==> config.mk <==
export PLATFORM = sky130hd
export DESIGN_NAME = clock_buffer_status_id_regs
export DESIGN_NICKNAME = d
export VERILOG_FILES = /design/src/inc/clkbuf_regs_pkg.sv /design/src/rtl/clock_buffer_status_id_regs.sv /design/src/rtl/pin_sync.sv /design/src/rtl/reg_read_mux.sv
export VERILOG_INCLUDE_DIRS = /design/src /design/src/inc
export SDC_FILE = /design/constraint.sdc
export NUM_CORES = 1
export LEC_CHECK = 0
export ABC_AREA = 1
export BUFFER_PORTS_ARGS = -buffer_cell sky130_fd_sc_hd__clkbuf_2
export CAP_MARGIN = 20
export CORE_MARGIN = 5
export CORE_UTILIZATION = 45
export DETAILED_ROUTE_END_ITERATION = 8
export PLACE_DENSITY_LB_ADDON = 0.15
export SYNTH_ARGS = -nofsm -noshare
export SYNTH_HDL_FRONTEND = slang
export SYNTH_SLANG_ARGS = --single-unit
==> constraint.sdc <==
create_clock -name mclk -period 5.5 [get_ports mclk]
set_input_delay 1.1 -clock mclk [delete_from_list [all_inputs] [get_ports mclk]]
set_output_delay 1.1 -clock mclk [all_outputs]
set_load 0.05 [all_outputs]
==> src/inc/clkbuf_regs_params.svh <==
// Register indexes, field positions, reset values and bit counts of the status and id bank
// Notes on behaviour
// - Byte 3 bits 7..0 mirror enables 12..5
// - Status bit equals live pin level
// - Status byte read-only, no stored default
// - Bytes 4 and 8 reserved only
// - Byte 5: revision high nibble, vendor low
// - Byte 6: fixed eight-bit device identifier
// - Byte 7 bits 4..0 count, 7..5 reserved
// - Count is sent as the first block read byte but does not limit its length, resets to 8
// - Block read sends count, then bytes from index
`ifndef CLKBUF_REGS_PARAMS_SVH
`define CLKBUF_REGS_PARAMS_SVH

`define IDX_PIN_STATUS  8'h03
`define IDX_RSVD_FOUR   8'h04
`define IDX_REV_VENDOR  8'h05
`define IDX_DEVICE_ID   8'h06
`define IDX_BYTE_COUNT  8'h07
`define IDX_RSVD_EIGHT  8'h08

`define REV_MSB         7
`define REV_LSB         4
`define VEN_MSB         3
`define VEN_LSB         0
`define CNT_MSB         4
`define CNT_LSB         0
`define CNT_RESET       5'h08

`define BIT_ACK         4'h8
`define BIT_END         4'h9

`endif

==> src/inc/clkbuf_regs_pkg.sv <==
// Types shared by the status and id register bank
package clkbuf_regs_pkg;

   typedef enum logic [2:0] {
      st_idle,
      st_addr,
      st_cmd,
      st_wcnt,
      st_wdata,
      st_read
   } bus_state_type;

endpackage : clkbuf_regs_pkg

==> src/rtl/clock_buffer_status_id_regs.sv <==
// Serial-bus slave holding pin status, identifiers and read byte count
`timescale 1ns/1ps
`include "clkbuf_regs_params.svh"
`default_nettype none
module clock_buffer_status_id_regs
   import clkbuf_regs_pkg::*;
#(
   parameter logic [6:0] SLAVE_ADDR = 7'h6A,  // Arbitrary value
   parameter logic [3:0] REVISION   = 4'h2,   // Arbitrary value
   parameter logic [3:0] VENDOR     = 4'h5,   // Arbitrary value
   parameter logic [7:0] DEVICE_ID  = 8'h3C   // Arbitrary value
) (
   input  wire logic        mclk,
   input  wire logic        nrst,
   input  wire logic        en,
   input  wire logic        scl_in,
   input  wire logic        sda_in,
   output logic             sda_out,
   output logic             sda_oe,
   input  wire logic [12:5] out_enable_n,
   output logic      [4:0]  read_count
);

   // ----------------------------------------------------------------
   // Signals
   // ----------------------------------------------------------------
   logic [1:0]    bus_s;
   logic [12:5]   pins_s;
   logic          scl_d_r;
   logic          sda_d_r;
   logic          scl_rise;
   logic          scl_fall;
   logic          start_det;
   logic          stop_det;
   logic          active;
   bus_state_type state_r;
   logic [3:0]    bit_cnt_r;
   logic [7:0]    shift_r;
   logic [7:0]    idx_r;
   logic [4:0]    count_r;
   logic [4:0]    count_nxt;
   logic [7:0]    rd_data;
   logic          addr_hit;
   logic          ack_fall;
   logic          wr_evt;
   logic          reg_load;
   logic          host_nack;
   logic          host_slot;

   // ----------------------------------------------------------------
   // Pin synchronisers
   // ----------------------------------------------------------------
   pin_sync #(
      .WIDTH (2),
      .INIT  (2'h3)
   ) u_bus_sync (
      .mclk     (mclk),
      .nrst     (nrst),
      .en       (en),
      .async_in ({scl_in, sda_in}),
      .sync_out (bus_s)
   );

   pin_sync #(
      .WIDTH (8),
      .INIT  (8'hFF)
   ) u_pin_sync (
      .mclk     (mclk),
      .nrst     (nrst),
      .en       (en),
      .async_in (out_enable_n),
      .sync_out (pins_s)
   );

   // ----------------------------------------------------------------
   // Bus edge and condition detection
   // ----------------------------------------------------------------
   always_ff @(posedge mclk or negedge nrst) begin
      if (!nrst) begin
         scl_d_r <= 1'b1;
         sda_d_r <= 1'b1;
      end else if (en) begin
         scl_d_r <= bus_s[1];
         sda_d_r <= bus_s[0];
      end
   end

   assign scl_rise  = en & bus_s[1] & ~scl_d_r;
   assign scl_fall  = en & ~bus_s[1] & scl_d_r;
   assign start_det = en & bus_s[1] & scl_d_r & sda_d_r & ~bus_s[0];
   assign stop_det  = en & bus_s[1] & scl_d_r & ~sda_d_r & bus_s[0];
   assign active    = ~start_det & ~stop_det & (state_r != st_idle);

   // ----------------------------------------------------------------
   // Byte events
   // ----------------------------------------------------------------
   assign addr_hit  = (shift_r[7:1] == SLAVE_ADDR);
   assign ack_fall  = active & scl_fall & (bit_cnt_r == `BIT_ACK);
   assign wr_evt    = ack_fall & (state_r == st_wdata);
   // Host answer slot only, not the address ack
   assign host_slot = active & scl_rise & (state_r == st_read)
                    & (bit_cnt_r == `BIT_ACK) & ~sda_oe;
   assign host_nack = host_slot & bus_s[0];
   assign reg_load  = host_slot & ~bus_s[0];
   assign count_nxt = shift_r[`CNT_MSB:`CNT_LSB];

   reg_read_mux u_mux (
      .idx        (idx_r),
      .pin_status (pins_s),
      .count      (count_r),
      .revision   (REVISION),
      .vendor     (VENDOR),
      .device     (DEVICE_ID),
      .rd_data    (rd_data)
   );

   // ----------------------------------------------------------------
   // Transfer state machine
   // ----------------------------------------------------------------
   always_ff @(posedge mclk or negedge nrst) begin
      if (!nrst) begin
         state_r   <= st_idle;
         bit_cnt_r <= 4'h0;
         shift_r   <= 8'h00;
         idx_r     <= 8'h00;
         sda_oe    <= 1'b0;
      end else if (start_det) begin
         state_r   <= st_addr;
         bit_cnt_r <= 4'h0;
         sda_oe    <= 1'b0;
      end else if (stop_det) begin
         state_r   <= st_idle;
         bit_cnt_r <= 4'h0;
         sda_oe    <= 1'b0;
      end else if (active && scl_rise) begin
         bit_cnt_r <= bit_cnt_r + 4'h1;
         if (state_r != st_read && bit_cnt_r < `BIT_ACK) begin
            shift_r <= {shift_r[6:0], bus_s[0]};
         end
         // Next register byte after host ack
         if (reg_load) begin
            shift_r <= rd_data;
            idx_r   <= idx_r + 8'h01;
         end
         if (host_nack) begin
            state_r <= st_idle;
         end
      end else if (active && scl_fall) begin
         if (bit_cnt_r == `BIT_ACK) begin
            case (state_r)
               st_addr: begin
                  if (addr_hit) begin
                     sda_oe <= 1'b1;
                     if (shift_r[0]) begin
                        state_r <= st_read;
                        shift_r <= {3'h0, count_r};
                     end else begin
                        state_r <= st_cmd;
                     end
                  end else begin
                     state_r <= st_idle;
                  end
               end
               st_cmd: begin
                  sda_oe  <= 1'b1;
                  idx_r   <= shift_r;
                  state_r <= st_wcnt;
               end
               st_wcnt: begin
                  sda_oe  <= 1'b1;
                  state_r <= st_wdata;
               end
               st_wdata: begin
                  sda_oe <= 1'b1;
                  idx_r  <= idx_r + 8'h01;
               end
               st_read: begin
                  sda_oe <= 1'b0;
               end
               default: begin
                  state_r <= st_idle;
               end
            endcase
         end else if (bit_cnt_r == `BIT_END) begin
            bit_cnt_r <= 4'h0;
            sda_oe    <= (state_r == st_read) ? ~shift_r[7] : 1'b0;
         end else if (state_r == st_read) begin
            shift_r <= {shift_r[6:0], 1'b0};
            sda_oe  <= ~shift_r[6];
         end
      end
   end

   assign sda_out = 1'b0;

   // ----------------------------------------------------------------
   // Byte count register
   // ----------------------------------------------------------------
   always_ff @(posedge mclk or negedge nrst) begin
      if (!nrst) begin
         count_r <= `CNT_RESET;
      end else if (wr_evt && idx_r == `IDX_BYTE_COUNT) begin
         count_r <= count_nxt;
      end
   end

   assign read_count = count_r;

   // ----------------------------------------------------------------
   // Assertions
   // ----------------------------------------------------------------
   // Pin bit order
   pin_order_a: assert property (@(posedge mclk) disable iff (!nrst)
      reg_load && idx_r == `IDX_PIN_STATUS |=> shift_r == $past(pins_s))
      else $error("pin status byte out of order");

   pin_level_a: assert property (@(posedge mclk) disable iff (!nrst)
      reg_load && idx_r == `IDX_PIN_STATUS && !pins_s[5] |=> !shift_r[0])
      else $error("low enable pin read as one");

   status_ro_a: assert property (@(posedge mclk) disable iff (!nrst)
      wr_evt && idx_r == `IDX_PIN_STATUS |=> $stable(count_r))
      else $error("status write changed state");

   rsvd_zero_a: assert property (@(posedge mclk) disable iff (!nrst)
      reg_load && (idx_r == `IDX_RSVD_FOUR || idx_r == `IDX_RSVD_EIGHT)
      |=> shift_r == 8'h00)
      else $error("reserved byte not zero");

   rev_vendor_a: assert property (@(posedge mclk) disable iff (!nrst)
      reg_load && idx_r == `IDX_REV_VENDOR |=> shift_r == {REVISION, VENDOR})
      else $error("revision or vendor wrong");

   device_id_a: assert property (@(posedge mclk) disable iff (!nrst)
      reg_load && idx_r == `IDX_DEVICE_ID |=> shift_r == DEVICE_ID)
      else $error("device identifier wrong");

   count_field_a: assert property (@(posedge mclk) disable iff (!nrst)
      wr_evt && idx_r == `IDX_BYTE_COUNT |=> count_r == $past(count_nxt))
      else $error("count write lost");

   count_reset_a: assert property (@(posedge mclk) disable iff (!nrst)
      !$past(nrst) |-> count_r == `CNT_RESET)
      else $error("count not eight after reset");

   count_first_a: assert property (@(posedge mclk) disable iff (!nrst)
      ack_fall && state_r == st_addr && addr_hit && shift_r[0]
      |=> sda_oe && state_r == st_read && shift_r == {3'h0, $past(count_r)})
      else $error("block read did not start with count");

   ignore_wr_a: assert property (@(posedge mclk) disable iff (!nrst)
      wr_evt && idx_r != `IDX_BYTE_COUNT |=> $stable(count_r) ##1 $stable(count_r))
      else $error("write to fixed byte changed count");

   pin_msb_a: assert property (@(posedge mclk) disable iff (!nrst)
      reg_load && idx_r == `IDX_PIN_STATUS |=> shift_r[7] == $past(pins_s[12])
      && shift_r[0] == $past(pins_s[5]))
      else $error("pin twelve not in bit seven");

   // Count byte kept in address ack
   count_hold_a: assert property (@(posedge mclk) disable iff (!nrst)
      active && scl_rise && state_r == st_read && bit_cnt_r == `BIT_ACK && sda_oe
      |=> shift_r == $past(shift_r) && idx_r == $past(idx_r))
      else $error("count byte overwritten in address ack");

   nack_idle_a: assert property (@(posedge mclk) disable iff (!nrst)
      host_nack |=> state_r == st_idle && !sda_oe)
      else $error("device kept sending after nack");

   wr_ack_a: assert property (@(posedge mclk) disable iff (!nrst)
      wr_evt |=> sda_oe)
      else $error("data byte not acknowledged");

   // Main scenarios reached
   count_byte_c: cover property (@(posedge mclk) disable iff (!nrst)
      ack_fall && state_r == st_addr && addr_hit && shift_r[0]);
   addr_miss_c: cover property (@(posedge mclk) disable iff (!nrst)
      ack_fall && state_r == st_addr && !addr_hit);
   count_wr_c: cover property (@(posedge mclk) disable iff (!nrst)
      wr_evt && idx_r == `IDX_BYTE_COUNT);
   block_read_c: cover property (@(posedge mclk) disable iff (!nrst)
      reg_load && idx_r == `IDX_PIN_STATUS);
   read_nack_c: cover property (@(posedge mclk) disable iff (!nrst)
      host_nack);

endmodule : clock_buffer_status_id_regs
`default_nettype wire

==> src/rtl/pin_sync.sv <==
// Two-stage synchroniser for pin inputs
`timescale 1ns/1ps
`default_nettype none
module pin_sync #(
   parameter int               WIDTH = 1,
   parameter logic [WIDTH-1:0] INIT  = '0
) (
   input  wire logic             mclk,
   input  wire logic             nrst,
   input  wire logic             en,
   input  wire logic [WIDTH-1:0] async_in,
   output logic      [WIDTH-1:0] sync_out
);

   logic [WIDTH-1:0] meta_r;

   always_ff @(posedge mclk or negedge nrst) begin
      if (!nrst) begin
         meta_r   <= INIT;
         sync_out <= INIT;
      end else if (en) begin
         meta_r   <= async_in;
         sync_out <= meta_r;
      end
   end

endmodule : pin_sync
`default_nettype wire

==> src/rtl/reg_read_mux.sv <==
// Read data selection for register bytes 3 to 8
`timescale 1ns/1ps
`include "clkbuf_regs_params.svh"
`default_nettype none
module reg_read_mux (
   input  wire logic [7:0] idx,
   input  wire logic [7:0] pin_status,
   input  wire logic [4:0] count,
   input  wire logic [3:0] revision,
   input  wire logic [3:0] vendor,
   input  wire logic [7:0] device,
   output logic      [7:0] rd_data
);

   always_comb begin
      rd_data = 8'h00;
      case (idx)
         `IDX_PIN_STATUS: rd_data = pin_status;
         `IDX_REV_VENDOR: begin
            rd_data[`REV_MSB:`REV_LSB] = revision;
            rd_data[`VEN_MSB:`VEN_LSB] = vendor;
         end
         `IDX_DEVICE_ID: rd_data = device;
         `IDX_BYTE_COUNT: rd_data[`CNT_MSB:`CNT_LSB] = count;
         default: rd_data = 8'h00;
      endcase
   end

endmodule : reg_read_mux
`default_nettype wire

==> metrics.txt, run 1 <==
# TYPE chip_impl_metric gauge
chip_impl_info{name="outcome",value="finished clean"} 1
chip_impl_metric{name="clk_pin_slew",unit="ns"} 0.09
chip_impl_metric{name="mappedNetlistNets",unit=""} 441
chip_impl_metric{name="p_sw",unit="uW"} 262
chip_impl_metric{name="area_growth_syn_to_layout",unit="%"} 8.63
chip_impl_metric{name="layout.nets",unit=""} 459
chip_impl_metric{name="ant_nets",unit=""} 0
chip_impl_metric{name="drt-wirelength-per-cell",unit="microns"} 12.3
chip_impl_info{name="rr_endpoint",value="idx_r[5]"} 1
chip_impl_metric{name="cts_post_setup_buffers_inserted",unit=""} 0
chip_impl_info{name="critPathMostFrequentCell",value="sky130_fd_sc_hd__nand2_1"} 1
chip_impl_info{name="hold-path-endpoint",value="u_pin_sync.sync_out[7]"} 1
chip_impl_metric{name="synth_cells",unit=""} 422
chip_impl_metric{name="min_path_cells",unit=""} 2
chip_impl_metric{name="detailroute.via_count",unit=""} 2634
chip_impl_metric{name="first_pass_iters",unit=""} 4
chip_impl_metric{name="stdcell_area",unit="sq um"} 3400
chip_impl_metric{name="routed_via_density",unit=""} 4.91
chip_impl_metric{name="floorplan.rows",unit=""} 30
chip_impl_metric{name="crit_path_max_fanout",unit=""} 41
chip_impl_metric{name="synth.lib_cells_used.distinct",unit=""} 36
chip_impl_metric{name="first_iter_violations",unit=""} 200
chip_impl_metric{name="final_layout_size_suffix_gt1_frac",unit=""} 0.200
chip_impl_metric{name="chipWidth",unit="microns"} 93.4
chip_impl_metric{name="final-max-slew-violation-count",unit=""} 0
chip_impl_metric{name="internal-power",unit="uW"} 585
chip_impl_metric{name="io_pins",unit=""} 20
chip_impl_metric{name="final.period_utilization",unit=""} 0.539
chip_impl_info{name="min_from",value="u_pin_sync.meta_r[7]"} 1
chip_impl_info{name="timing.critical_path.from",value="en"} 1
chip_impl_metric{name="aggregate_global_route_resource_usage",unit=""} 0.167
chip_impl_metric{name="port_buffers",unit=""} 18
chip_impl_metric{name="setup_tns",unit="ns"} 0
chip_impl_metric{name="ctsLongestPathBuffers",unit=""} 2
chip_impl_metric{name="clock_sink_count",unit=""} 51
chip_impl_metric{name="dp.final_hpwl",unit="mm"} 4.82
chip_impl_metric{name="synth.avg_cell_area",unit="sq um"} 7.42
chip_impl_metric{name="design.core.area",unit="sq um"} 6790
chip_impl_metric{name="r2r_slack",unit="ns"} 3.35
chip_impl_metric{name="total_count_of_hold_check_failures_in_the_final_report",unit=""} 0
chip_impl_metric{name="synth.ff_latch_count",unit=""} 51
chip_impl_metric{name="antenna_violations_before_repair",unit=""} 0
chip_impl_metric{name="ys.warnings.count",unit=""} 0
chip_impl_metric{name="netlist_area",unit="sq um"} 3130
chip_impl_metric{name="final-setup-viol-count",unit=""} 0
chip_impl_metric{name="crit_required",unit="ns"} 5.69
chip_impl_metric{name="h-tree-depth",unit=""} 2
chip_impl_metric{name="stage_delay_of_the_slowest_cell_on_the_critical_path",unit="ns"} 0.51
chip_impl_metric{name="clock-skew-final",unit="ns"} 0.00589
chip_impl_metric{name="largest_net_degree_at_the_start_of_global_routing",unit=""} 52
chip_impl_metric{name="p_per_area",unit="nW/um^2"} 249
chip_impl_metric{name="p_clk_frac",unit=""} 0.285
chip_impl_info{name="rsz_0062_raised_after_global_routing",value="false"} 1
chip_impl_metric{name="pwr-share-comb",unit=""} 0.192
chip_impl_info{name="tritoncts",value="yes"} 1
chip_impl_info{name="holdCritPathClass",value="flop to flop"} 1
chip_impl_metric{name="placed_area",unit="sq um"} 3300
chip_impl_info{name="worst-setup-path-type",value="input pin to flop"} 1
chip_impl_metric{name="drt_wl_total",unit="mm"} 6.58
chip_impl_metric{name="grt.overflow.total",unit=""} 0
chip_impl_metric{name="cellLeakagePower",unit="nW"} 1.65
chip_impl_info{name="clock-root-buffer",value="sky130_fd_sc_hd__clkbuf_8"} 1
chip_impl_metric{name="timing.max_slew.rel_slack",unit=""} 0.560
chip_impl_metric{name="num_antenna_cells",unit=""} 0
chip_impl_metric{name="seq_power_share",unit=""} 0.523
chip_impl_metric{name="layout_min_cycle_time",unit="ns"} 2.96
chip_impl_info{name="critical_path.reg2reg.startpoint",value="u_bus_sync.sync_out[0]"} 1
chip_impl_info{name="critical_path.top_delay_family",value="simple AND/OR/NAND/NOR gates"} 1
chip_impl_metric{name="path_buf_inv",unit=""} 1
chip_impl_metric{name="first_global_vias",unit=""} 2483
chip_impl_metric{name="tightestPinTransition",unit="ns"} 0.660
chip_impl_metric{name="synth-seq-area-share",unit=""} 0.417
chip_impl_metric{name="drv_cap",unit=""} 0
chip_impl_metric{name="postCtsHoldBufs",unit=""} 0
chip_impl_metric{name="floorplan.initialDensity",unit=""} 0.461
chip_impl_info{name="crit_path_top_delay_cell",value="sky130_fd_sc_hd__clkbuf_2"} 1
chip_impl_metric{name="gp_routability_congestion",unit=""} 0.892
chip_impl_metric{name="worst_ep_arrival_time",unit="ns"} 3.15
chip_impl_metric{name="postLayoutCoreUtil",unit=""} 0.501
chip_impl_metric{name="dieArea",unit="sq um"} 8730
chip_impl_metric{name="worst_skew_pair.late_latency",unit="ns"} 0.31
chip_impl_metric{name="vdd_ir_drop_max",unit="mV"} 0.101
chip_impl_metric{name="global_route_wire_length_before_repair",unit="mm"} 11.7
chip_impl_info{name="setup.worst_path.end_class",value="flop"} 1
chip_impl_metric{name="dieHeight",unit="microns"} 93.4
chip_impl_metric{name="timing.reg2reg.worst_path_depth",unit=""} 7
chip_impl_info{name="cp-start-kind",value="input pin"} 1
chip_impl_info{name="sequence_of_cells_on_the_critical_path",value="clkbuf_2 -> nand2_1 -> nor2_1 -> nand3_2 -> nand2_1 -> o211ai_4 -> nand2_1 -> o21ai_2"} 1
chip_impl_metric{name="detail_route.drc_violations",unit=""} 0
chip_impl_metric{name="numCtsBuffers",unit=""} 5
chip_impl_metric{name="total_power",unit="uW"} 847
chip_impl_metric{name="cts-resized-gates",unit=""} 0
chip_impl_metric{name="max_freq",unit="MHz"} 337
chip_impl_metric{name="swShare",unit=""} 0.310
==> flip-flops by register name (all words and copies together) (netlist names), 2 cells and up <==
signal and flops:
state_r 3, bit_cnt_r 4, idx_r 8, u_bus_sync.meta_r 2, read_count 5, shift_r 8, u_bus_sync.sync_out 2, u_pin_sync.meta_r 8
u_pin_sync.sync_out 8
==> logic make-up after synthesis <==
kind of cell,after synthesis,synth area share
compound gates,49,0.0931
xor+xnor,7,0.0196
fa+ha+maj,6,0.0240
buf+inv,64,0.0823
flops,51,0.417
mux,4,0.0144
other cells,1,0.00120
simple gates,240,0.349
==> Yosys cell counts (all sizes together) <==
cell type	instances	share of area
a21oi	8	0.013
buf	5	0.012
clkbuf	3	0.0036
conb	1	0.0012
dfrtp	28	0.22
dfstp	23	0.19
ha	6	0.024
inv	56	0.067
mux2	4	0.014
nand2	135	0.17
nand3	41	0.078
nand3b	2	0.0048
nand4	3	0.0080
nor2	53	0.080
nor3	5	0.0080
nor3b	1	0.0024
o211ai	3	0.012
o21ai	37	0.066
o31ai	1	0.0024
xnor2	2	0.0056
xor2	5	0.014
==> how the worst max path moves through the flow <==
stage               end  slack, ns  cells past startpoint
2_1_floorplan  idx_r[6]       3.17                     11
3_3_place_gp   idx_r[0]       2.29                      8
3_5_place_dp   idx_r[5]       2.22                      8
4_1_cts        idx_r[5]       2.55                      8
5_1_grt        idx_r[6]       2.27                      8
6_report       idx_r[5]       2.54                      8
==> routing by layer <==
metal  wire [microns]  global-route usage  up-vias
li1                 -                   -     1360
met5                0                   0        -
met3              369              0.0322        7
met1             3310               0.238     1204
met2             2820               0.258       63
met4               80              0.0440        0
==> worst min-delay path, delay by kind of cell, from the launching register on <==
kind                   cells  cell delay, ns
AOI/OAI and AO/OA          1            0.06
buffers and inverters      1            0.05
DFF                        1            0.37
==> area by class of cell <==
| class | instances | area, sq um |
|---|---|---|
| sequential | 51 | 1310 |
| clock buffer | 8 | 100 |
| multi-input combinational | 307 | 1570 |
| tap | 96 | 120 |
| inverter | 56 | 210 |
| fill | 675 | 3390 |
| timing repair buffer | 19 | 97.6 |
==> stage by stage <==
stage	hold WS, ns	worst slack (ns)	instances
after floorplan	0.450	3.17	422
after global placement	0.463	2.29	529
after detailed placement	0.466	2.22	529
after CTS	0.481	2.55	537
after global routing	0.503	2.27	537
final	0.477	2.54	537
==> power groups by stage <==
stage	sequential [mW]	clock [mW]	combinational (mW)
after CTS	0.444	0.252	0.164
after global routing	0.449	0.262	0.190
final	0.443	0.241	0.163
after global placement	0.450	0	0.162
after detailed placement	0.450	0	0.163
after floorplan	0.457	0	0.113
==> layout by cell type (no fill, tap or decap) <==
master | Yosys | final
sky130_fd_sc_hd__nand2_1 | 128 | 128
sky130_fd_sc_hd__inv_1 | 48 | 48
sky130_fd_sc_hd__nor2_1 | 44 | 44
sky130_fd_sc_hd__nand3_1 | 36 | 36
sky130_fd_sc_hd__o21ai_0 | 28 | 28
sky130_fd_sc_hd__dfrtp_1 | 28 | 28
sky130_fd_sc_hd__dfstp_2 | 23 | 23
sky130_fd_sc_hd__clkbuf_2 | 0 | 18
sky130_fd_sc_hd__inv_2 | 8 | 8
sky130_fd_sc_hd__a21oi_1 | 8 | 8
sky130_fd_sc_hd__nand2_2 | 7 | 7
sky130_fd_sc_hd__clkbuf_8 | 0 | 7
sky130_fd_sc_hd__ha_1 | 6 | 6
sky130_fd_sc_hd__nor2_2 | 5 | 5
sky130_fd_sc_hd__nor3_1 | 5 | 5
sky130_fd_sc_hd__xor2_1 | 5 | 5
sky130_fd_sc_hd__o21ai_1 | 5 | 5
sky130_fd_sc_hd__mux2_2 | 4 | 4
sky130_fd_sc_hd__nor2_4 | 3 | 3
sky130_fd_sc_hd__nand3_2 | 3 | 3
sky130_fd_sc_hd__o21ai_2 | 3 | 3
sky130_fd_sc_hd__nand3_4 | 2 | 2
sky130_fd_sc_hd__nand3b_1 | 2 | 2
sky130_fd_sc_hd__xnor2_1 | 2 | 2
sky130_fd_sc_hd__o211ai_1 | 2 | 2
sky130_fd_sc_hd__nand4_1 | 2 | 2
sky130_fd_sc_hd__o21ai_4 | 1 | 1
sky130_fd_sc_hd__nor2_8 | 1 | 1
sky130_fd_sc_hd__o211ai_4 | 1 | 1
sky130_fd_sc_hd__o31ai_1 | 1 | 1
sky130_fd_sc_hd__nand4_2 | 1 | 1
sky130_fd_sc_hd__nor3b_1 | 1 | 1
sky130_fd_sc_hd__conb_1 | 1 | 1
sky130_fd_sc_hd__clkbuf_1 | 3 | 1
sky130_fd_sc_hd__buf_4 | 1 | 1
Note: power is estimated with default switching activity, not from simulation.
==> inputs of run 2 (changes only) <==
Clock period 5.5 ns to 2.5 ns, I/O delays scaled along.
==> run 2 against run 1 <==
  * Clock-buffer cell count down 1
  * Sequential share of layout area down 0.13 points
  * Clock power up 110%
  * Final cell count up 0.19%
  * Global-route usage down 0.43 points
  * Register-to-register slack worse by 3.0 ns
  * Core utilization up 0.17 points
  * Worst setup slack worse by 2.1 ns
  * Critical path type is now flop to flop
  * Largest cell class unchanged
  * Largest power group unchanged
  * Highest routed layer unchanged
==> metrics.txt, run 2 (synthesized netlist as in run 1, its figures left out) <==
# TYPE chip_impl_metric gauge
chip_impl_metric{name="routed-wl-met3",unit="microns"} 255
chip_impl_info{name="rsz_0062_raised_after_global_routing",value="false"} 1
chip_impl_metric{name="setup_tns",unit="ns"} 0
chip_impl_metric{name="dp.final_hpwl",unit="mm"} 4.98
chip_impl_metric{name="layoutNonFillerInstCount",unit=""} 538
chip_impl_metric{name="postCtsHoldBufs",unit=""} 0
chip_impl_metric{name="ant_nets",unit=""} 0
chip_impl_metric{name="io_pins",unit=""} 20
chip_impl_metric{name="crit_required",unit="ns"} 2.72
chip_impl_info{name="clock-root-buffer",value="sky130_fd_sc_hd__clkbuf_8"} 1
chip_impl_metric{name="drt-wirelength-per-cell",unit="microns"} 12.3
chip_impl_metric{name="timing.max_slew.rel_slack",unit=""} 0.586
chip_impl_metric{name="timing.final.ws_setup",unit="ns"} 0.387
chip_impl_info{name="holdCritPathClass",value="input pin to asynchronous set/reset pin"} 1
chip_impl_metric{name="largest_net_degree_at_the_start_of_global_routing",unit=""} 41
chip_impl_metric{name="max_freq",unit="MHz"} 473
chip_impl_metric{name="drt_wl_total",unit="mm"} 6.63
chip_impl_info{name="final_cell_mix",value="sky130_fd_sc_hd__nand2_1, sky130_fd_sc_hd__inv_1, sky130_fd_sc_hd__nor2_1, sky130_fd_sc_hd__nand3_1"} 1
chip_impl_metric{name="floorplan.initialDensity",unit=""} 0.461
chip_impl_metric{name="cts_post_setup_buffers_inserted",unit=""} 0
chip_impl_metric{name="grt.overflow.total",unit=""} 0
chip_impl_metric{name="global_route_wire_length_before_repair",unit="mm"} 11.3
chip_impl_metric{name="gp_routability_congestion",unit=""} 0.933
chip_impl_metric{name="dieArea",unit="sq um"} 8730
chip_impl_info{name="tritoncts",value="yes"} 1
chip_impl_metric{name="design.core.area",unit="sq um"} 6790
chip_impl_metric{name="total_power",unit="mW"} 1.84
chip_impl_metric{name="detailroute.via_count",unit=""} 2549
chip_impl_metric{name="ctsLongestPathBuffers",unit=""} 2
chip_impl_metric{name="clock_sink_count",unit=""} 51
chip_impl_metric{name="crit_path_max_fanout",unit=""} 9
chip_impl_metric{name="first_global_vias",unit=""} 2399
chip_impl_metric{name="dp_worst_setup_slack",unit="ns"} 0.360
chip_impl_metric{name="placedCellCount",unit=""} 530
chip_impl_metric{name="total_count_of_hold_check_failures_in_the_final_report",unit=""} 0
chip_impl_info{name="worst-setup-path-type",value="flop to flop"} 1
chip_impl_info{name="cp-start-kind",value="flop"} 1
chip_impl_metric{name="worst_ep_arrival_time",unit="ns"} 2.33
chip_impl_metric{name="port_buffers",unit=""} 18
chip_impl_metric{name="layout.nets",unit=""} 460
chip_impl_metric{name="routed-wl-met2",unit="mm"} 2.85
chip_impl_metric{name="floorplan.rows",unit=""} 30
chip_impl_metric{name="worst_skew_pair.late_latency",unit="ns"} 0.32
chip_impl_metric{name="num_antenna_cells",unit=""} 0
chip_impl_info{name="layout.cells.most_common",value="sky130_fd_sc_hd__nand2_1"} 1
chip_impl_metric{name="numCtsBuffers",unit=""} 5
chip_impl_metric{name="layout_min_cycle_time",unit="ns"} 2.11
chip_impl_metric{name="clk_pin_slew",unit="ns"} 0.10
chip_impl_metric{name="routedLengthMet1",unit="mm"} 3.46
chip_impl_metric{name="p_per_area",unit="nW/um^2"} 538
chip_impl_metric{name="first_iter_violations",unit=""} 200
chip_impl_metric{name="vdd_ir_drop_max",unit="mV"} 0.313
chip_impl_metric{name="final_layout_size_suffix_gt1_frac",unit=""} 0.201
chip_impl_metric{name="final-setup-viol-count",unit=""} 0
chip_impl_info{name="outcome",value="finished clean"} 1
chip_impl_metric{name="aggregate_global_route_resource_usage",unit=""} 0.163
chip_impl_metric{name="h-tree-depth",unit=""} 2
chip_impl_info{name="setup.worst_path.end_class",value="flop"} 1
chip_impl_info{name="routed.top_layer",value="met4"} 1
chip_impl_metric{name="chipWidth",unit="microns"} 93.4
chip_impl_metric{name="cts-resized-gates",unit=""} 0
chip_impl_metric{name="clock-skew-final",unit="ns"} 0.0143
chip_impl_metric{name="area_growth_syn_to_layout",unit="%"} 8.99
chip_impl_metric{name="final-max-slew-violation-count",unit=""} 0
chip_impl_metric{name="antenna_violations_before_repair",unit=""} 0
chip_impl_metric{name="finalHoldWorstSlack",unit="ns"} 0.177
chip_impl_metric{name="detail_route.drc_violations",unit=""} 0
chip_impl_metric{name="first_pass_iters",unit=""} 4
chip_impl_metric{name="cellLeakagePower",unit="nW"} 1.66
chip_impl_metric{name="drv_cap",unit=""} 0
chip_impl_metric{name="routed_via_density",unit=""} 4.74
chip_impl_metric{name="dieHeight",unit="microns"} 93.4
chip_impl_metric{name="tightestPinTransition",unit="ns"} 0.621
chip_impl_metric{name="final.period_utilization",unit=""} 0.845
-- run 2: where the power goes --
| group | internal, mW | switching [mW] | total (mW) |
|---|---|---|---|
| registers | 0.920 | 0.0547 | 0.975 |
| logic | 0.116 | 0.244 | 0.360 |
| clock network | 0.224 | 0.278 | 0.503 |
| total | 1.26 | 0.577 | 1.84 |
-- run 2: critical path: stages (launching register included) --
cell,delay (ns)
sky130_fd_sc_hd__dfrtp_1,0.44
sky130_fd_sc_hd__inv_1,0.08
sky130_fd_sc_hd__ha_1,0.22
sky130_fd_sc_hd__nand3_4,0.16
sky130_fd_sc_hd__inv_2,0.15
sky130_fd_sc_hd__nand2_1,0.09
sky130_fd_sc_hd__nor2_2,0.10
sky130_fd_sc_hd__nand2_1,0.17
sky130_fd_sc_hd__nand2_2,0.15
sky130_fd_sc_hd__nand2_1,0.15
sky130_fd_sc_hd__nand2_1,0.09
sky130_fd_sc_hd__nand3_1,0.09
sky130_fd_sc_hd__nand2_1,0.08
sky130_fd_sc_hd__nand2_1,0.05
-- run 2: layer usage --
layer  track usage  up-vias
met2         0.253       40
li1              -     1367
met4        0.0427        0
met3        0.0314        6
met1         0.232     1136
met5             0        -
-- run 2: through the flow --
| step | area [sq um] | utilization |
|---|---|---|
| final | 3410 | 0.502 |
| after global routing | 3410 | 0.502 |
| after CTS | 3410 | 0.502 |
| after detailed placement | 3320 | 0.489 |
| after global placement | 3320 | 0.489 |
| after floorplan | 3130 | - |
-- run 2: final timing paths --
kind	startpoint	endpoint	slack (ns)	cells after the start
max reg2reg	bit_cnt_r[0]	shift_r[2]	0.39	13
min reg2reg	u_pin_sync.meta_r[6]	u_pin_sync.sync_out[6]	0.48	2
min	nrst	idx_r[7]	0.18	1
max in group asynchronous	nrst	u_pin_sync.meta_r[5]	1.67	2
max	bit_cnt_r[0]	shift_r[2]	0.39	13
min in group mclk	out_enable_n[12]	u_pin_sync.meta_r[7]	0.39	3
-- run 2: cell type report --
cell class | instances | area [sq um]
Multi-Input combinational cell | 307 | 1570
Clock buffer | 7 | 86.3
Clock inverter | 1 | 5.00
Inverter | 56 | 210
Tap cell | 96 | 120
Fill cell | 673 | 3380
Timing Repair Buffer | 20 | 118
Sequential cell | 51 | 1310
